==> src/sgec_defines.svh <==
/*
  Constants of the gain, exposure and readout control block: register
  indices, reset values, field positions and timing figures.
  Assumes inclusion by bare name from the design files.
*/
`ifndef SGEC_DEFINES_SVH
`define SGEC_DEFINES_SVH

// Register indices; byte address is four times the index
`define SGEC_IDX_FRAME_LINES  14'h3024
`define SGEC_IDX_DIRECTION    14'h3030
`define SGEC_IDX_SWEEP_LINE   14'h3050
`define SGEC_IDX_GAIN_CODE    14'h3090
`define SGEC_IDX_BLACK_LEVEL  14'h30E2
`define SGEC_IDX_SYNC_ROLE    14'h3003
`define SGEC_IDX_CONV_WIDTH   14'h3031
`define SGEC_IDX_STATUS       14'h3100
`define SGEC_IDX_INTEG_LINES  14'h3101

// Reset values
`define SGEC_RST_FRAME_LINES  20'h008CA
`define SGEC_RST_DIRECTION    2'h0
`define SGEC_RST_SWEEP_LINE   20'h00066
`define SGEC_RST_GAIN_CODE    9'h000
`define SGEC_RST_BLACK_LEVEL  10'h032
`define SGEC_RST_SYNC_ROLE    1'h0
`define SGEC_RST_CONV_WIDTH   1'h1

// Field positions
`define SGEC_BIT_HFLIP        0
`define SGEC_BIT_VFLIP        1

// Gain code limits and step count per 6 dB (one doubling)
`define SGEC_GAIN_MAX         9'h0F0
`define SGEC_GAIN_OCTAVE      9'h014

// Output full scale per conversion width
`define SGEC_MAX_10BIT        12'h3FF
`define SGEC_MAX_12BIT        12'hFFF

// Timing figures
`define SGEC_CLK_MHZ          50
`define SGEC_TOFF10_NS        1790
`define SGEC_TOFF12_NS        2680

// Bus answers
`define SGEC_RESP_OKAY        2'h0
`define SGEC_RESP_SLVERR      2'h2

`endif

==> src/sgec_pkg.sv <==
/*
  Types of the gain, exposure and readout control block: bus carriers.
  Assumes nothing of its surroundings.
*/
package sgec_pkg;

  typedef struct packed {
    logic        awvalid;
    logic [15:0] awaddr;
    logic        wvalid;
    logic [31:0] wdata;
    logic [3:0]  wstrb;
    logic        bready;
    logic        arvalid;
    logic [15:0] araddr;
    logic        rready;
  } sgec_axi_req_s;

  typedef struct packed {
    logic        awready;
    logic        wready;
    logic        bvalid;
    logic [1:0]  bresp;
    logic        arready;
    logic        rvalid;
    logic [31:0] rdata;
    logic [1:0]  rresp;
  } sgec_axi_rsp_s;

endpackage : sgec_pkg

==> src/sgec_pixel_gain.sv <==
/*
  Pixel level path: applies the total gain code, then adds the black
  level offset, and clamps to the selected output full scale.
  Assumes gain, offset and width are stable across a frame.
*/
`timescale 1ns/10ps
`include "sgec_defines.svh"

module sgec_pixel_gain (
  input  wire logic        clock_i,
  input  wire logic        rst_b_i,
  input  wire logic        pix_valid_i,
  input  wire logic [11:0] pix_data_i,
  input  wire logic [8:0]  gain_code_i,
  input  wire logic [9:0]  black_level_i,
  input  wire logic        wide_i,
  output logic             pix_valid_o,
  output logic [11:0]      pix_data_o
);

  // Clamp to the full scale of the output width
  function automatic logic [11:0] sat(input logic [33:0] v, input logic wide);
    logic [11:0] top;
    top = wide ? `SGEC_MAX_12BIT : `SGEC_MAX_10BIT;
    sat = (v > {22'h0, top}) ? top : v[11:0];
  endfunction : sat

  // Fraction of a doubling, 2^(k/20) in Q8
  function automatic logic [8:0] frac_q8(input logic [8:0] k);
    case (k)
      9'h000: frac_q8 = 9'h100;
      9'h001: frac_q8 = 9'h109;
      9'h002: frac_q8 = 9'h112;
      9'h003: frac_q8 = 9'h11C;
      9'h004: frac_q8 = 9'h126;
      9'h005: frac_q8 = 9'h130;
      9'h006: frac_q8 = 9'h13B;
      9'h007: frac_q8 = 9'h146;
      9'h008: frac_q8 = 9'h152;
      9'h009: frac_q8 = 9'h15D;
      9'h00A: frac_q8 = 9'h16A;
      9'h00B: frac_q8 = 9'h176;
      9'h00C: frac_q8 = 9'h184;
      9'h00D: frac_q8 = 9'h191;
      9'h00E: frac_q8 = 9'h1A0;
      9'h00F: frac_q8 = 9'h1AE;
      9'h010: frac_q8 = 9'h1BE;
      9'h011: frac_q8 = 9'h1CD;
      9'h012: frac_q8 = 9'h1DE;
      default: frac_q8 = 9'h1EE;
    endcase
  endfunction : frac_q8

  logic [8:0]  code;
  logic [33:0] gained;
  logic [11:0] offset;
  logic [11:0] next_data;
  logic        next_valid;

  always_comb begin
    // Codes above the top of the range saturate at 72 dB
    code = (gain_code_i > `SGEC_GAIN_MAX) ? `SGEC_GAIN_MAX : gain_code_i; // [RULE1] [RULE2]
    gained = (({13'h0, pix_data_i, 9'h0} >> 9) * {25'h0, frac_q8(code % `SGEC_GAIN_OCTAVE)}
              << (code / `SGEC_GAIN_OCTAVE)) >> 8; // [RULE1]
    offset = wide_i ? {black_level_i, 2'h0} : {2'h0, black_level_i}; // [RULE5]
    next_data = sat({22'h0, sat(gained, wide_i)} + {22'h0, offset}, wide_i); // [RULE4]
    next_valid = pix_valid_i;
  end

  always_ff @(posedge clock_i or negedge rst_b_i) begin
    if (!rst_b_i) begin
      pix_valid_o <= 1'b0;
      pix_data_o  <= 12'h000;
    end else begin
      pix_valid_o <= next_valid;
      pix_data_o  <= next_data;
    end
  end

endmodule : sgec_pixel_gain

==> src/sgec_top.sv <==
/*
  Gain, exposure and readout control of a rolling shutter image sensor:
  AXI4-Lite register file with frame-boundary shadowing, frame and line
  timing from external syncs or the internal line counter, rolling
  shutter and readout row sequencing, and the pixel level path.
  Assumes sync pins are asynchronous and active low; pixels arrive on
  clock_i; one AXI write and one read at most are under way.
*/
`timescale 1ns/10ps
`include "sgec_defines.svh"

// Summary of operation
// [RULE1] Gain code is dB times ten thirds, 0.3 dB steps, codes 0 to 240.
// [RULE2] Total gain reaches 72 dB at most, one code for all colours.
// [RULE3] New gain takes effect from the frame after the write.
// [RULE4] Ten-bit black level offset is added after digital gain.
// [RULE5] One offset unit is 1 code at 10 bits, 4 codes at 12 bits.
// [RULE6] Host should program black level 0x32 in both widths.
// [RULE7] Direction bit 0 flips horizontally, bit 1 vertically; one inverts.
// [RULE8] First frame after a vertical direction change is flagged invalid.
// [RULE9] Rolling shutter: reset and readout line by line, whole-line exposure.
// [RULE10] New integration time appears from the next frame's image.
// [RULE11] Integration is frame minus sweep line lines, plus 1.79 or 2.68 us.
// [RULE12] Frame length follows external vsync in slave, register in master.
// [RULE13] Host keeps sweep line between 8 and frame lines minus 4.
// [RULE14] Slave counts lines as hsync intervals between vsync pulses.
// [RULE15] Longer frames extend rear vertical blanking by the same lines.
// [RULE16] Host should keep long exposure near one second at most.
// [RULE17] Frame line count register applies only in master mode.
// [RULE18] Host fixes master or slave role before reset release.
// [RULE19] Conversion width bit picks 10 or 12 bits and the time offset.
// [RULE20] Gain, black level and sweep line are shadowed until frame start.
module sgec_top #(
  parameter int unsigned LINE_CYCLES = 1100,
  parameter int unsigned READ_LINES  = 2176
) (
  input  wire logic                   clock_i,
  input  wire logic                   rst_b_i,
  input  wire sgec_pkg::sgec_axi_req_s axi_req_i,
  output sgec_pkg::sgec_axi_rsp_s     axi_rsp_o,
  input  wire logic                   vert_sync_pin_b_i,
  input  wire logic                   horiz_sync_pin_b_i,
  input  wire logic                   pix_valid_i,
  input  wire logic [11:0]            pix_data_i,
  output logic                        pix_valid_o,
  output logic [11:0]                 pix_data_o,
  output logic                        frame_start_o,
  output logic                        line_tick_o,
  output logic                        readout_en_o,
  output logic [19:0]                 readout_row_o,
  output logic                        shutter_en_o,
  output logic [19:0]                 shutter_row_o,
  output logic                        horiz_flip_o,
  output logic                        vert_flip_o,
  output logic                        frame_invalid_o,
  output logic [19:0]                 integ_lines_o,
  output logic [7:0]                  integ_offset_o
);

  localparam logic [7:0] TOFF10_CYC =
    8'((`SGEC_TOFF10_NS * `SGEC_CLK_MHZ + 999) / 1000);
  localparam logic [7:0] TOFF12_CYC =
    8'((`SGEC_TOFF12_NS * `SGEC_CLK_MHZ + 999) / 1000);
  localparam logic [15:0] LINE_LAST = 16'(LINE_CYCLES - 1);
  localparam logic [19:0] READ_N    = 20'(READ_LINES);

  // Byte-lane merge of a write into a register image
  function automatic logic [31:0] merge(input logic [31:0] old_v,
                                        input logic [31:0] new_v,
                                        input logic [3:0]  strb);
    for (int i = 0; i < 4; i++) begin
      merge[8*i +: 8] = strb[i] ? new_v[8*i +: 8] : old_v[8*i +: 8];
    end
  endfunction : merge

  // Row address as seen through the vertical flip
  function automatic logic [19:0] row_map(input logic [19:0] r, input logic flip);
    row_map = flip ? (READ_N - 20'h1 - r) : r;
  endfunction : row_map

  // Shadow registers written by software
  logic [19:0] frame_line_count, shutter_sweep_line;
  logic [1:0]  readout_direction_ctrl;
  logic [8:0]  total_gain_code;
  logic [9:0]  black_level_offset;
  logic        sync_role_select, conversion_width_select;
  // Active copies used by the frame in flight
  logic [8:0]  act_gain;
  logic [9:0]  act_black;
  logic [19:0] act_sweep;
  logic        act_wide;
  // Timing state
  logic        vs_s1, vs_s2, vs_d, hs_s1, hs_s2, hs_d;
  logic [15:0] hcnt;
  logic [19:0] line_cnt, meas_lines;
  // Bus state
  logic        aw_held, w_held;
  logic [13:0] aw_idx;
  logic [31:0] w_data;
  logic [3:0]  w_strb;

  logic [19:0] next_frame_line_count, next_shutter_sweep_line;
  logic [1:0]  next_readout_direction_ctrl;
  logic [8:0]  next_total_gain_code, next_act_gain;
  logic [9:0]  next_black_level_offset, next_act_black;
  logic        next_sync_role_select, next_conversion_width_select;
  logic [19:0] next_act_sweep, next_line_cnt, next_meas_lines;
  logic        next_act_wide;
  logic [15:0] next_hcnt;
  logic        next_aw_held, next_w_held;
  logic [13:0] next_aw_idx;
  logic [31:0] next_w_data;
  logic [3:0]  next_w_strb;
  sgec_pkg::sgec_axi_rsp_s next_rsp;
  logic        next_frame_start, next_line_tick, next_readout_en, next_shutter_en;
  logic [19:0] next_readout_row, next_shutter_row, next_integ_lines;
  logic        next_hflip, next_vflip, next_invalid;
  logic [7:0]  next_integ_offset;

  logic        line_tick, frame_tick, hit, ok;
  logic [19:0] flen, frame_lines, sdiff;
  logic [31:0] img, rd;

  always_comb begin
    // Line and frame events from the chosen sync source
    flen = (frame_line_count == 20'h0) ? 20'h1 : frame_line_count;
    if (sync_role_select) begin
      line_tick  = hs_d && !hs_s2;
      frame_tick = vs_d && !vs_s2; // [RULE12] [RULE14]
    end else begin
      line_tick  = (hcnt == LINE_LAST);
      frame_tick = line_tick && (line_cnt + 20'h1 >= flen); // [RULE12] [RULE17]
    end
    next_hcnt = (sync_role_select || line_tick) ? 16'h0 : hcnt + 16'h1;
    next_meas_lines = (sync_role_select && frame_tick) ? line_cnt : meas_lines; // [RULE14]
    if (frame_tick) begin
      next_line_cnt = 20'h0;
    end else if (line_tick) begin
      next_line_cnt = line_cnt + 20'h1;
    end else begin
      next_line_cnt = line_cnt;
    end
    frame_lines = sync_role_select ? next_meas_lines : flen;

    // Frame start moves shadows into the active set
    next_act_gain  = frame_tick ? total_gain_code : act_gain; // [RULE3] [RULE20]
    next_act_black = frame_tick ? black_level_offset : act_black; // [RULE20]
    next_act_sweep = frame_tick ? shutter_sweep_line : act_sweep; // [RULE10] [RULE20]
    next_act_wide  = frame_tick ? conversion_width_select : act_wide;
    next_hflip = frame_tick ? readout_direction_ctrl[`SGEC_BIT_HFLIP] : horiz_flip_o; // [RULE7]
    next_vflip = frame_tick ? readout_direction_ctrl[`SGEC_BIT_VFLIP] : vert_flip_o; // [RULE7]
    next_invalid = frame_tick ?
      (readout_direction_ctrl[`SGEC_BIT_VFLIP] != vert_flip_o) : frame_invalid_o; // [RULE8]
    next_integ_lines = frame_tick ?
      ((frame_lines > shutter_sweep_line) ? frame_lines - shutter_sweep_line : 20'h0)
      : integ_lines_o; // [RULE11]
    next_integ_offset = conversion_width_select ? TOFF12_CYC : TOFF10_CYC; // [RULE11] [RULE19]

    // Rolling shutter: line n resets row n minus sweep, reads row n
    next_frame_start = frame_tick;
    next_line_tick   = line_tick;
    next_readout_en  = line_tick && (next_line_cnt < READ_N); // [RULE9] [RULE15]
    next_readout_row = line_tick ? row_map(next_line_cnt, next_vflip) : readout_row_o; // [RULE9]
    sdiff = next_line_cnt - next_act_sweep;
    next_shutter_en  = line_tick && (next_line_cnt >= next_act_sweep) && (sdiff < READ_N); // [RULE9]
    next_shutter_row = next_shutter_en ? row_map(sdiff, next_vflip) : shutter_row_o; // [RULE10]

    // Write channel capture, address and data in either order
    next_rsp = axi_rsp_o;
    next_aw_held = aw_held;
    next_w_held  = w_held;
    next_aw_idx  = aw_idx;
    next_w_data  = w_data;
    next_w_strb  = w_strb;
    next_frame_line_count        = frame_line_count;
    next_shutter_sweep_line      = shutter_sweep_line;
    next_readout_direction_ctrl  = readout_direction_ctrl;
    next_total_gain_code         = total_gain_code;
    next_black_level_offset      = black_level_offset;
    next_sync_role_select        = sync_role_select;
    next_conversion_width_select = conversion_width_select;
    if (axi_req_i.awvalid && axi_rsp_o.awready) begin
      next_aw_held = 1'b1;
      next_aw_idx  = axi_req_i.awaddr[15:2];
    end
    if (axi_req_i.wvalid && axi_rsp_o.wready) begin
      next_w_held = 1'b1;
      next_w_data = axi_req_i.wdata;
      next_w_strb = axi_req_i.wstrb;
    end
    if (axi_rsp_o.bvalid && axi_req_i.bready) begin
      next_rsp.bvalid = 1'b0;
    end
    hit = 1'b0;
    if (aw_held && w_held && !axi_rsp_o.bvalid) begin
      hit = 1'b1;
      case (aw_idx)
        `SGEC_IDX_FRAME_LINES: begin
          img = merge({12'h0, frame_line_count}, w_data, w_strb);
          next_frame_line_count = img[19:0];
        end
        `SGEC_IDX_DIRECTION: begin
          img = merge({30'h0, readout_direction_ctrl}, w_data, w_strb);
          next_readout_direction_ctrl = img[1:0];
        end
        `SGEC_IDX_SWEEP_LINE: begin
          img = merge({12'h0, shutter_sweep_line}, w_data, w_strb);
          next_shutter_sweep_line = img[19:0];
        end
        `SGEC_IDX_GAIN_CODE: begin
          img = merge({23'h0, total_gain_code}, w_data, w_strb);
          next_total_gain_code = img[8:0];
        end
        `SGEC_IDX_BLACK_LEVEL: begin
          img = merge({22'h0, black_level_offset}, w_data, w_strb);
          next_black_level_offset = img[9:0];
        end
        `SGEC_IDX_SYNC_ROLE: begin
          img = merge({31'h0, sync_role_select}, w_data, w_strb);
          next_sync_role_select = img[0];
        end
        `SGEC_IDX_CONV_WIDTH: begin
          img = merge({31'h0, conversion_width_select}, w_data, w_strb);
          next_conversion_width_select = img[0];
        end
        default: begin
          img = 32'h0;
          hit = 1'b0;
        end
      endcase
      next_aw_held = 1'b0;
      next_w_held  = 1'b0;
      next_rsp.bvalid = 1'b1;
      next_rsp.bresp  = hit ? `SGEC_RESP_OKAY : `SGEC_RESP_SLVERR;
    end else begin
      img = 32'h0;
    end
    next_rsp.awready = !next_aw_held && !next_rsp.bvalid;
    next_rsp.wready  = !next_w_held && !next_rsp.bvalid;

    // Read channel: one cycle from address to data
    ok = 1'b1;
    case (axi_req_i.araddr[15:2])
      `SGEC_IDX_FRAME_LINES: rd = {12'h0, frame_line_count};
      `SGEC_IDX_DIRECTION:   rd = {30'h0, readout_direction_ctrl};
      `SGEC_IDX_SWEEP_LINE:  rd = {12'h0, shutter_sweep_line};
      `SGEC_IDX_GAIN_CODE:   rd = {23'h0, total_gain_code};
      `SGEC_IDX_BLACK_LEVEL: rd = {22'h0, black_level_offset};
      `SGEC_IDX_SYNC_ROLE:   rd = {31'h0, sync_role_select};
      `SGEC_IDX_CONV_WIDTH:  rd = {31'h0, conversion_width_select};
      `SGEC_IDX_STATUS:      rd = {11'h0, frame_invalid_o, meas_lines};
      `SGEC_IDX_INTEG_LINES: rd = {12'h0, integ_lines_o};
      default: begin
        rd = 32'h0;
        ok = 1'b0;
      end
    endcase
    if (axi_rsp_o.rvalid && axi_req_i.rready) begin
      next_rsp.rvalid = 1'b0;
    end
    if (axi_req_i.arvalid && axi_rsp_o.arready) begin
      next_rsp.rvalid = 1'b1;
      next_rsp.rdata  = rd;
      next_rsp.rresp  = ok ? `SGEC_RESP_OKAY : `SGEC_RESP_SLVERR;
    end
    next_rsp.arready = !next_rsp.rvalid && !(axi_req_i.arvalid && axi_rsp_o.arready);
  end

  always_ff @(posedge clock_i or negedge rst_b_i) begin
    if (!rst_b_i) begin
      frame_line_count        <= `SGEC_RST_FRAME_LINES;
      shutter_sweep_line      <= `SGEC_RST_SWEEP_LINE;
      readout_direction_ctrl  <= `SGEC_RST_DIRECTION;
      total_gain_code         <= `SGEC_RST_GAIN_CODE;
      black_level_offset      <= `SGEC_RST_BLACK_LEVEL;
      sync_role_select        <= `SGEC_RST_SYNC_ROLE;
      conversion_width_select <= `SGEC_RST_CONV_WIDTH;
      act_gain   <= `SGEC_RST_GAIN_CODE;
      act_black  <= `SGEC_RST_BLACK_LEVEL;
      act_sweep  <= `SGEC_RST_SWEEP_LINE;
      act_wide   <= `SGEC_RST_CONV_WIDTH;
      vs_s1 <= 1'b1;
      vs_s2 <= 1'b1;
      vs_d  <= 1'b1;
      hs_s1 <= 1'b1;
      hs_s2 <= 1'b1;
      hs_d  <= 1'b1;
      hcnt       <= 16'h0;
      line_cnt   <= 20'h0;
      meas_lines <= 20'h0;
      aw_held <= 1'b0;
      w_held  <= 1'b0;
      aw_idx  <= 14'h0;
      w_data  <= 32'h0;
      w_strb  <= 4'h0;
      axi_rsp_o <= '{awready: 1'b1, wready: 1'b1, arready: 1'b1, default: '0};
      frame_start_o   <= 1'b0;
      line_tick_o     <= 1'b0;
      readout_en_o    <= 1'b0;
      readout_row_o   <= 20'h0;
      shutter_en_o    <= 1'b0;
      shutter_row_o   <= 20'h0;
      horiz_flip_o    <= 1'b0;
      vert_flip_o     <= 1'b0;
      frame_invalid_o <= 1'b0;
      integ_lines_o   <= 20'h0;
      integ_offset_o  <= 8'h0;
    end else begin
      frame_line_count        <= next_frame_line_count;
      shutter_sweep_line      <= next_shutter_sweep_line;
      readout_direction_ctrl  <= next_readout_direction_ctrl;
      total_gain_code         <= next_total_gain_code;
      black_level_offset      <= next_black_level_offset;
      sync_role_select        <= next_sync_role_select;
      conversion_width_select <= next_conversion_width_select;
      act_gain   <= next_act_gain;
      act_black  <= next_act_black;
      act_sweep  <= next_act_sweep;
      act_wide   <= next_act_wide;
      vs_s1 <= vert_sync_pin_b_i;
      vs_s2 <= vs_s1;
      vs_d  <= vs_s2;
      hs_s1 <= horiz_sync_pin_b_i;
      hs_s2 <= hs_s1;
      hs_d  <= hs_s2;
      hcnt       <= next_hcnt;
      line_cnt   <= next_line_cnt;
      meas_lines <= next_meas_lines;
      aw_held <= next_aw_held;
      w_held  <= next_w_held;
      aw_idx  <= next_aw_idx;
      w_data  <= next_w_data;
      w_strb  <= next_w_strb;
      axi_rsp_o <= next_rsp;
      frame_start_o   <= next_frame_start;
      line_tick_o     <= next_line_tick;
      readout_en_o    <= next_readout_en;
      readout_row_o   <= next_readout_row;
      shutter_en_o    <= next_shutter_en;
      shutter_row_o   <= next_shutter_row;
      horiz_flip_o    <= next_hflip;
      vert_flip_o     <= next_vflip;
      frame_invalid_o <= next_invalid;
      integ_lines_o   <= next_integ_lines;
      integ_offset_o  <= next_integ_offset;
    end
  end

  // Pixel path runs on the active frame settings
  sgec_pixel_gain u_pixel (
    .clock_i       (clock_i),
    .rst_b_i       (rst_b_i),
    .pix_valid_i   (pix_valid_i),
    .pix_data_i    (pix_data_i),
    .gain_code_i   (act_gain),
    .black_level_i (act_black),
    .wide_i        (act_wide),
    .pix_valid_o   (pix_valid_o),
    .pix_data_o    (pix_data_o)
  );

endmodule : sgec_top

==> config.mk <==
export PLATFORM = sky130hd
export DESIGN_NAME = sgec_top
export DESIGN_NICKNAME = d
export VERILOG_FILES = /design/src/sgec_pkg.sv /design/src/sgec_pixel_gain.sv /design/src/sgec_top.sv
export VERILOG_INCLUDE_DIRS = /design/src
export SDC_FILE = /design/constraint.sdc
export NUM_CORES = 1
export LEC_CHECK = 0
export BUFFER_PORTS_ARGS = -buffer_cell sky130_fd_sc_hd__buf_2
export CAP_MARGIN = 20
export CORE_MARGIN = 2
export CORE_UTILIZATION = 25
export DETAILED_ROUTE_END_ITERATION = 7
export GPL_TIMING_DRIVEN = 0
export PLACE_DENSITY = 0.5
export SYNTH_ARGS = -nofsm -noshare
export SYNTH_HDL_FRONTEND = slang
export SYNTH_HIERARCHICAL = 1
export SYNTH_SLANG_ARGS = --single-unit
export TNS_END_PERCENT = 20
==> constraint.sdc <==
create_clock -name clock_i -period 13.82 [get_ports clock_i]
set_input_delay 2.764 -clock clock_i [delete_from_list [all_inputs] [get_ports clock_i]]
set_output_delay 2.764 -clock clock_i [all_outputs]
set_load 0.01 [all_outputs]
Word level (Yosys, flattened, before mapping)
Memories as Yosys holds them, arrays and structs flattened.
Cells that the tools add are included.
{"block": "word_totals", "ff_bits": 333, "mem_bits_ro": 256, "inputBits": 90, "out_inout_bits": 129, "wordCells": 167, "n_memories": 1}
{"block": "op_classes", "addsub": 7, "multipliers": 1, "div": 2, "magnitude_cmp": 8, "eq_ne": 18, "n_shift": 1, "muxes": 34, "n_reduce_logical": 43}
{"memory": "(no name shown)", "depth": 32, "word_bits": 8, "rd": 1, "rd_ports_with_merged_regs": 0, "wr": 0, "line_no": "sgec_pixel_gain.sv:30", "source": "case (k)"}
{"cell": "equality test 14 bit (second input constant)", "n": 16}
{"cell": "one-hot mux 21 bit (9 select lines)", "n": 1}
{"cell": "two-way mux 20 bit", "n": 9}
{"cell": "two-way mux 12 bit", "n": 4}
{"cell": "greater-or-equal comparator 20 bit", "n": 2}
{"cell": "less-than comparator 20 x 12 -> 1 bit (second input constant)", "n": 2}
{"cell": "subtractor 12 x 20 -> 20 bit (first input constant)", "n": 2}
{"cell": "subtractor 20 bit", "n": 2}
{"cell": "AND reduction 3 bit", "n": 13}
{"cell": "two-way mux 35 bit", "n": 1}
{"cell": "> comparator 34 x 12 -> 1 bit", "n": 1}
{"cell": "left shift 34 x 9 -> 34 bit", "n": 1}
{"cell": "> comparator 26 x 12 -> 1 bit", "n": 1}
{"cell": "multiplier 12 x 9 -> 21 bit", "n": 1}
{"cell": "adder 20 x 1 -> 20 bit (second input constant)", "n": 1}
{"cell": "> comparator 20 bit", "n": 1}
{"cell": "zero test 20 bit", "n": 1}
{"cell": "two-way mux 9 bit", "n": 2}
{"cell": "logical AND 1 bit", "n": 17}
{"cell": "adder 16 x 1 -> 16 bit (second input constant)", "n": 1}
{"cell": "equality test 16 x 11 -> 1 bit (second input constant)", "n": 1}
{"cell": "two-way mux 16 bit", "n": 1}
{"cell": "adder 12 x 12 -> 13 bit", "n": 1}
{"cell": "two-way mux 1 bit", "n": 12}
{"cell": "other kinds (12)", "n": 20}

Longest topological paths before layout
{"block": "logic_depth", "depth_word": 12, "ltp_mapped": 63, "ltp_nobuf": 57}

By module
Netlist, hierarchy kept.
{"module": "sgec_top", "n_inst": 1, "cells_each": 1628, "area_per_inst_um2": 16176.8, "seq_area_each_um2": 7594.8}
{"module": "sgec_pixel_gain", "n_inst": 1, "cells_each": 815, "area_per_inst_um2": 6596.3, "seq_area_each_um2": 325.3}

Worst setup path before layout
No wires, ideal clock.
{"block": "synth_path", "path_kind": "input port to flip-flop", "startpoint": "input port pix_data_i[3]", "endpoint": "register u_pixel.pix_data_o[0]", "setup_ns": 0.131, "arrival_time_ns": 12.103, "required_ns": 13.689, "setup_slack_ns": 1.587, "path_stages": 49, "n_path_buf": 2, "cell_sequence": "inv_1 -> nor2_1 -> fa_1 -> inv_1 -> fa_1 -> inv_1 -> fa_1 -> inv_1 -> fa_1 -> inv_1 -> ha_1 -> buf_2 -> a21o_1 -> a221oi_2 -> o211ai_1 -> o41ai_2 -> xnor2_1 -> o21ai_0 -> [... 13 more ...] -> a21oi_1 -> o21bai_1 -> a21oi_1 -> o21bai_1 -> a21oi_1 -> o21ai_0 -> a21o_1 -> a21o_1 -> a21oi_1 -> xnor2_1 -> ha_1 -> nand4b_1 -> nor4_1 -> nand3_1 -> or4_1 -> a221oi_1 -> clkbuf_1 -> nand2b_1"}
{"block": "synth_via", "elab_chain_len": 7}
{"element": "from (decl)", "line_no": "sgec_top.sv:44", "source": "input wire logic [11:0] pix_data_i,"}
{"element": "multiplier 12 x 9 -> 21 bit (*)", "line_no": "sgec_pixel_gain.sv:63", "source": "gained = (({13'h0, pix_data_i, 9'h0} >> 9) * {25'h0, frac_q8(code % `SGEC_GAIN_OCTAVE)}"}
{"element": "left shift 34 x 9 -> 34 bit (*)", "line_no": "sgec_pixel_gain.sv:63"}
{"element": "> comparator 26 x 12 -> 1 bit", "line_no": "sgec_pixel_gain.sv:25", "source": "sat = (v > {22'h0, top}) ? top : v[11:0];"}
{"element": "two-way mux 12 bit (*)", "line_no": "sgec_pixel_gain.sv:25"}
{"element": "adder 12 x 12 -> 13 bit (*)", "line_no": "sgec_pixel_gain.sv:66", "source": "next_data = sat({22'h0, sat(gained, wide_i)} + {22'h0, offset}, wide_i);"}
{"element": "> comparator 34 x 12 -> 1 bit", "line_no": "sgec_pixel_gain.sv:25"}
{"element": "two-way mux 12 bit (*)", "line_no": "sgec_pixel_gain.sv:25"}
{"element": "net u_pixel.next_data[0]", "line_no": "sgec_pixel_gain.sv:57", "source": "logic [11:0] next_data;"}
{"element": "to (signal assigned)", "line_no": "sgec_pixel_gain.sv:76", "source": "pix_data_o <= next_data;"}
{"element": "to (decl)", "line_no": "sgec_pixel_gain.sv:18", "source": "output logic [11:0] pix_data_o"}
Mark *: on every way through the listed nets, which the timed path passes. The rest lies on a longest branch.
A chain may end at the register's enable or synchronous reset.

Worst setup path after layout
{"block": "layout_path", "startpoint": "register act_gain[3]", "endpoint": "register u_pixel.pix_data_o[11]"}
{"block": "layout_via", "elab_chain_len": 12, "word_cells_on_any_way": 14, "cone_classes": "1 x add/sub; 1 x mul; 2 x div; 3 x order compare; 1 x shift; 4 x mux; 1 x reduce/logical; 1 x memory"}
{"element": "from (decl)", "line_no": "sgec_top.sv:88", "source": "logic [8:0] act_gain;"}
{"element": "from (signal assigned)", "line_no": "sgec_top.sv:278", "source": "act_gain <= `SGEC_RST_GAIN_CODE;"}
{"element": "from (signal assigned)", "line_no": "sgec_top.sv:316", "source": "act_gain <= next_act_gain;"}
{"element": "> comparator 9 x 8 -> 1 bit (no line)"}
{"element": "two-way mux 9 bit (*)", "line_no": "sgec_pixel_gain.sv:62", "source": "code = (gain_code_i > `SGEC_GAIN_MAX) ? `SGEC_GAIN_MAX : gain_code_i;"}
{"element": "modulo 9 x 5 -> 9 bit (no line)"}
{"element": "memory (32 x 8 bit) or zero test 4 bit (tied branches)"}
{"element": "two-way mux 9 bit", "line_no": "sgec_pixel_gain.sv:30"}
{"element": "multiplier 12 x 9 -> 21 bit", "line_no": "sgec_pixel_gain.sv:63"}
{"element": "left shift 34 x 9 -> 34 bit (*)", "line_no": "sgec_pixel_gain.sv:63"}
{"element": "> comparator 26 x 12 -> 1 bit", "line_no": "sgec_pixel_gain.sv:25"}
{"element": "two-way mux 12 bit (*)", "line_no": "sgec_pixel_gain.sv:25"}
{"element": "adder 12 x 12 -> 13 bit (*)", "line_no": "sgec_pixel_gain.sv:66"}
{"element": "> comparator 34 x 12 -> 1 bit", "line_no": "sgec_pixel_gain.sv:25"}
{"element": "two-way mux 12 bit (*)", "line_no": "sgec_pixel_gain.sv:25"}
{"element": "net u_pixel.next_data[11]", "line_no": "sgec_pixel_gain.sv:57"}
Marks and branches as above.

==> results.json <==
{
  "status": "completed",
  "drtIter0Drc": 1110,
  "finalHoldViolCount": 0,
  "relSlewSlack_pct": 36.75,
  "ctsHoldBuffers": 0,
  "design_area_um2": 26850,
  "setup_violations": 0,
  "avgRoutedWirePerCell_um": 18.42,
  "grt_max_degree": 111,
  "cap_violations": 0,
  "power_density_nw_per_um2": 87.89,
  "r2r-end": "u_pixel/pix_data_o[11]",
  "post-route-drc-count": 0,
  "start_util_pct": 25.26,
  "synth_top_family_by_area": "simple AND/OR/NAND/NOR gates",
  "finClkSkew_ns": 0.03976,
  "setup_tns_ns": 0,
  "p_leak_nw": 12.86,
  "ys_ff_latch": 315,
  "drtAntennaViolNets": 0,
  "drt_wl_total_um": 71860,
  "reg2reg_from": "act_gain[3]",
  "synthMuxAreaShare_pct": 8.956,
  "die_area_um2": 93520,
  "synth-edff-count": 0,
  "hold_path_depth": 0,
  "post-route-min-period_ns": 12.99,
  "synth-simple-area-share_pct": 17.31,
  "synth_area_per_cell_um2": 9.322,
  "place.gp.congestion": 0.8696,
  "nets": 2986,
  "row_count": 110,
  "grt_usage_pct": 15.24,
  "hpwl_um": 57020,
  "reg2reg_depth": 61,
  "die_x_um": 305.8,
  "cts-htree-levels": 2,
  "path_class": "reg2reg",
  "grt_first_pass_wirelength_um": 111800,
  "area_growth_pct": 17.91,
  "synth-warning-count": 6,
  "antenna_found_initial": 4,
  "numCtsBuffers": 38,
  "dr.pass1.iters": 8,
  "ir_worst_vdd_uv": 93.19,
  "hold_end": "vs_d",
  "ys.flop_type": "dfrtp_1",
  "hp-start": "vs_s2",
  "postLayoutCoreUtil_pct": 29.79,
  "cts_tree": "yes",
  "cp.required_ns": 14.26,
  "max_freq_mhz": 77.00,
  "ioPinCount": 219,
  "via_count": 18700,
  "hold_class": "reg2reg",
  "multi_input_area_um2": 13680,
  "die_h_um": 305.8,
  "grt_overflow": 0,
  "synth_compound_area_share_pct": 14.69,
  "maxSlewViolCount": 0,
  "drive_gt1_share_pct": 20.04,
  "clock_sinks": 315,
  "holdWs_ns": 0.3534,
  "core_um2": 90150,
  "io_buffer_count": 185,
  "tightest_slew_ns": 0.9365,
  "post_drt_via_cell_ratio": 4.793,
  "crit_path_top_delay_cell": "fa_1",
  "cp_max_fo": 10,
  "synthXorXnorAreaFrac_pct": 4.692,
  "endpoint_kind": "flop",
  "post_dp_cell_area_um2": 25300,
  "cp_data_arrival_time_ns": 13.43,
  "fillers": 9594,
  "power_mw": 2.360,
  "timing.final.crit_share_pct": 93.97,
  "grt_pass1_vias": 18580,
  "ff_latch_area_um2": 7923,
  "synth_fa_ha_area_share_pct": 13.47,
  "root_buffer": "clkbuf_16",
  "clk_latency_ns": 0.57,
  "ff2ff_setup_slack_ns": 0.83,
  "syn_inst": 2443,
  "synth.distinct_cells": 112,
  "max_stage_delay_ns": 0.53,
  "synth_area_um2": 22770,
  "cts_max_path_buffers": 3,
  "start_kind": "flop",
  "synth_async_sr_flop_share_pct": 100.0,
  "yosysSeqAreaShare_pct": 34.78,
  "path_clk_slew_ns": 0.06
}
routing by layer:
layer	part of all wire (%)	global-route usage, %	vias to the layer above	wire, um
li1	-	-	8987	-
met1	44	19.64	9279	31310
met2	50	26.84	365	36130
met3	3.9	2.039	71	2796
met4	2.3	3.769	0	1624
met5	0	0	-	0
critical path: cells and delay by family (launching register included):
| kind | cells | cell delay (ns) |
|---|---|---|
| xor gates and xnor gates | 3 | 0.46 |
| AOI/OAI and AO/OA | 23 | 4.38 |
| buffers and inverters | 10 | 1.33 |
| and+or+nand+nor | 16 | 2.60 |
| DFF | 1 | 0.45 |
| muxes | 1 | 0.38 |
| adders and majority gates | 8 | 3.21 |
layout by cell type, fill, tap and decap left out, types with 14 or more instances in the layout:
master,synthesis,routed
or3_1,20,20
a221oi_1,17,14
conb_1,2,16
and3_1,23,23
fa_1,74,74
xnor2_1,77,75
mux2i_1,41,39
buf_4,24,38
nand2b_1,25,25
inv_1,209,209
and2_1,29,29
clkbuf_1,60,67
nor2b_1,41,41
buf_2,14,197
ha_1,126,126
nand4_1,21,21
dfrtp_1,285,283
dfstp_2,30,30
a21boi_0,25,25
a21oi_1,97,90
nor2_1,152,151
a222oi_1,14,14
nor3_1,30,30
buf_1,15,14
clkbuf_16,0,38
xor2_1,40,40
o21ai_0,137,135
nand3_1,42,42
mux2_2,129,129
a22o_1,19,19
a21o_1,32,32
nand2_1,310,310
cell families (layout without fill, tap and decap cells):
kind of cell    Yosys count  after routing
flops                   315            315
mux                     185            185
fa+ha+maj               201            201
compound gates          497            497
buf+inv                 330            598
xor+xnor                119            119
other cells               2             17
simple gates            794            794
synth_stat cells (29+ instances only):
library cell  number  area share, %
and2_1            29           0.80
fa_1              74            6.5
nor3_1            30           0.66
nand2_1          310            5.1
xor2_1            40            1.5
inv_1            209            3.4
xnor2_1           77            3.0
mux2i_1           41            1.8
clkbuf_1          60           0.99
nor2b_1           41            1.1
a21o_1            32            1.1
nor2_1           152            2.5
ha_1             126            6.9
nand3_1           42           0.92
o21ai_0          137            3.0
dfstp_2           30            3.5
a21oi_1           97            2.1
dfrtp_1          285             31
mux2_2           129            6.4
state kept, by name, summed over array words and instances, names as in the netlist, 2 cells and up:
| signal | flops |
|---|---|
| act_black | 10 |
| act_gain | 9 |
| act_sweep | 20 |
| aw_idx | 14 |
| axi_rsp_o | 28 |
| black_level_offset | 10 |
| frame_line_count | 20 |
| hcnt | 16 |
| integ_lines_o | 20 |
| integ_offset_o | 3 |
| line_cnt | 20 |
| meas_lines | 20 |
| readout_direction_ctrl | 2 |
| readout_row_o | 20 |
| shutter_row_o | 20 |
| shutter_sweep_line | 20 |
| total_gain_code | 9 |
| u_pixel/pix_data_o | 12 |
| w_data | 20 |
| w_strb | 3 |
power breakdown:
group	internal [mW]	total (mW)	switching [mW]
Combinational	0.120	0.249	0.129
Sequential	1.00	1.08	0.0803
Clock	0.616	1.03	0.412
how the worst max path moves through the flow:
stage | slack [ns] | from | endpoint
6_report | 0.83 | act_gain[3] | u_pixel/pix_data_o[11]
3_5_place_dp | -0.74 | act_gain[4] | u_pixel/pix_data_o[7]
3_3_place_gp | -0.78 | act_gain[4] | u_pixel/pix_data_o[6]
5_1_grt | -0.04 | act_gain[3] | u_pixel/pix_data_o[11]
4_1_cts | 0.04 | act_gain[4] | u_pixel/pix_data_o[7]
2_1_floorplan | 1.59 | pix_data_i[3] | u_pixel/pix_data_o[0]
through the flow:
step                      setup slack [ns]  cells
after floorplan                      1.587   2457
after global placement             -0.7755   3818
after detailed placement           -0.7380   3821
after CTS                          0.03802   3890
after global routing              -0.04293   3901
final                               0.8331   3902
timing repair:
action | in CTS | in global routing
pin swaps | 0 | 6
setup endpoints to repair | 12 | 12
resized for setup | 11 | 50
buffers inserted | 0 | 12
area by class of cell:
cell class                      count  share of cell area, %
Antenna cell                        1               0.009319
Clock inverter                     12                 0.7316
Tap cell                         1176                  5.480
Clock buffer                       57                  3.993
Timing Repair Buffer              200                  4.054
Inverter                          212                  2.964
Buffer                            117                  2.316
Sequential cell                   315                  29.50
Multi-Input combinational cell   1812                  50.95
Note: power is estimated with default switching activity, not from simulation.
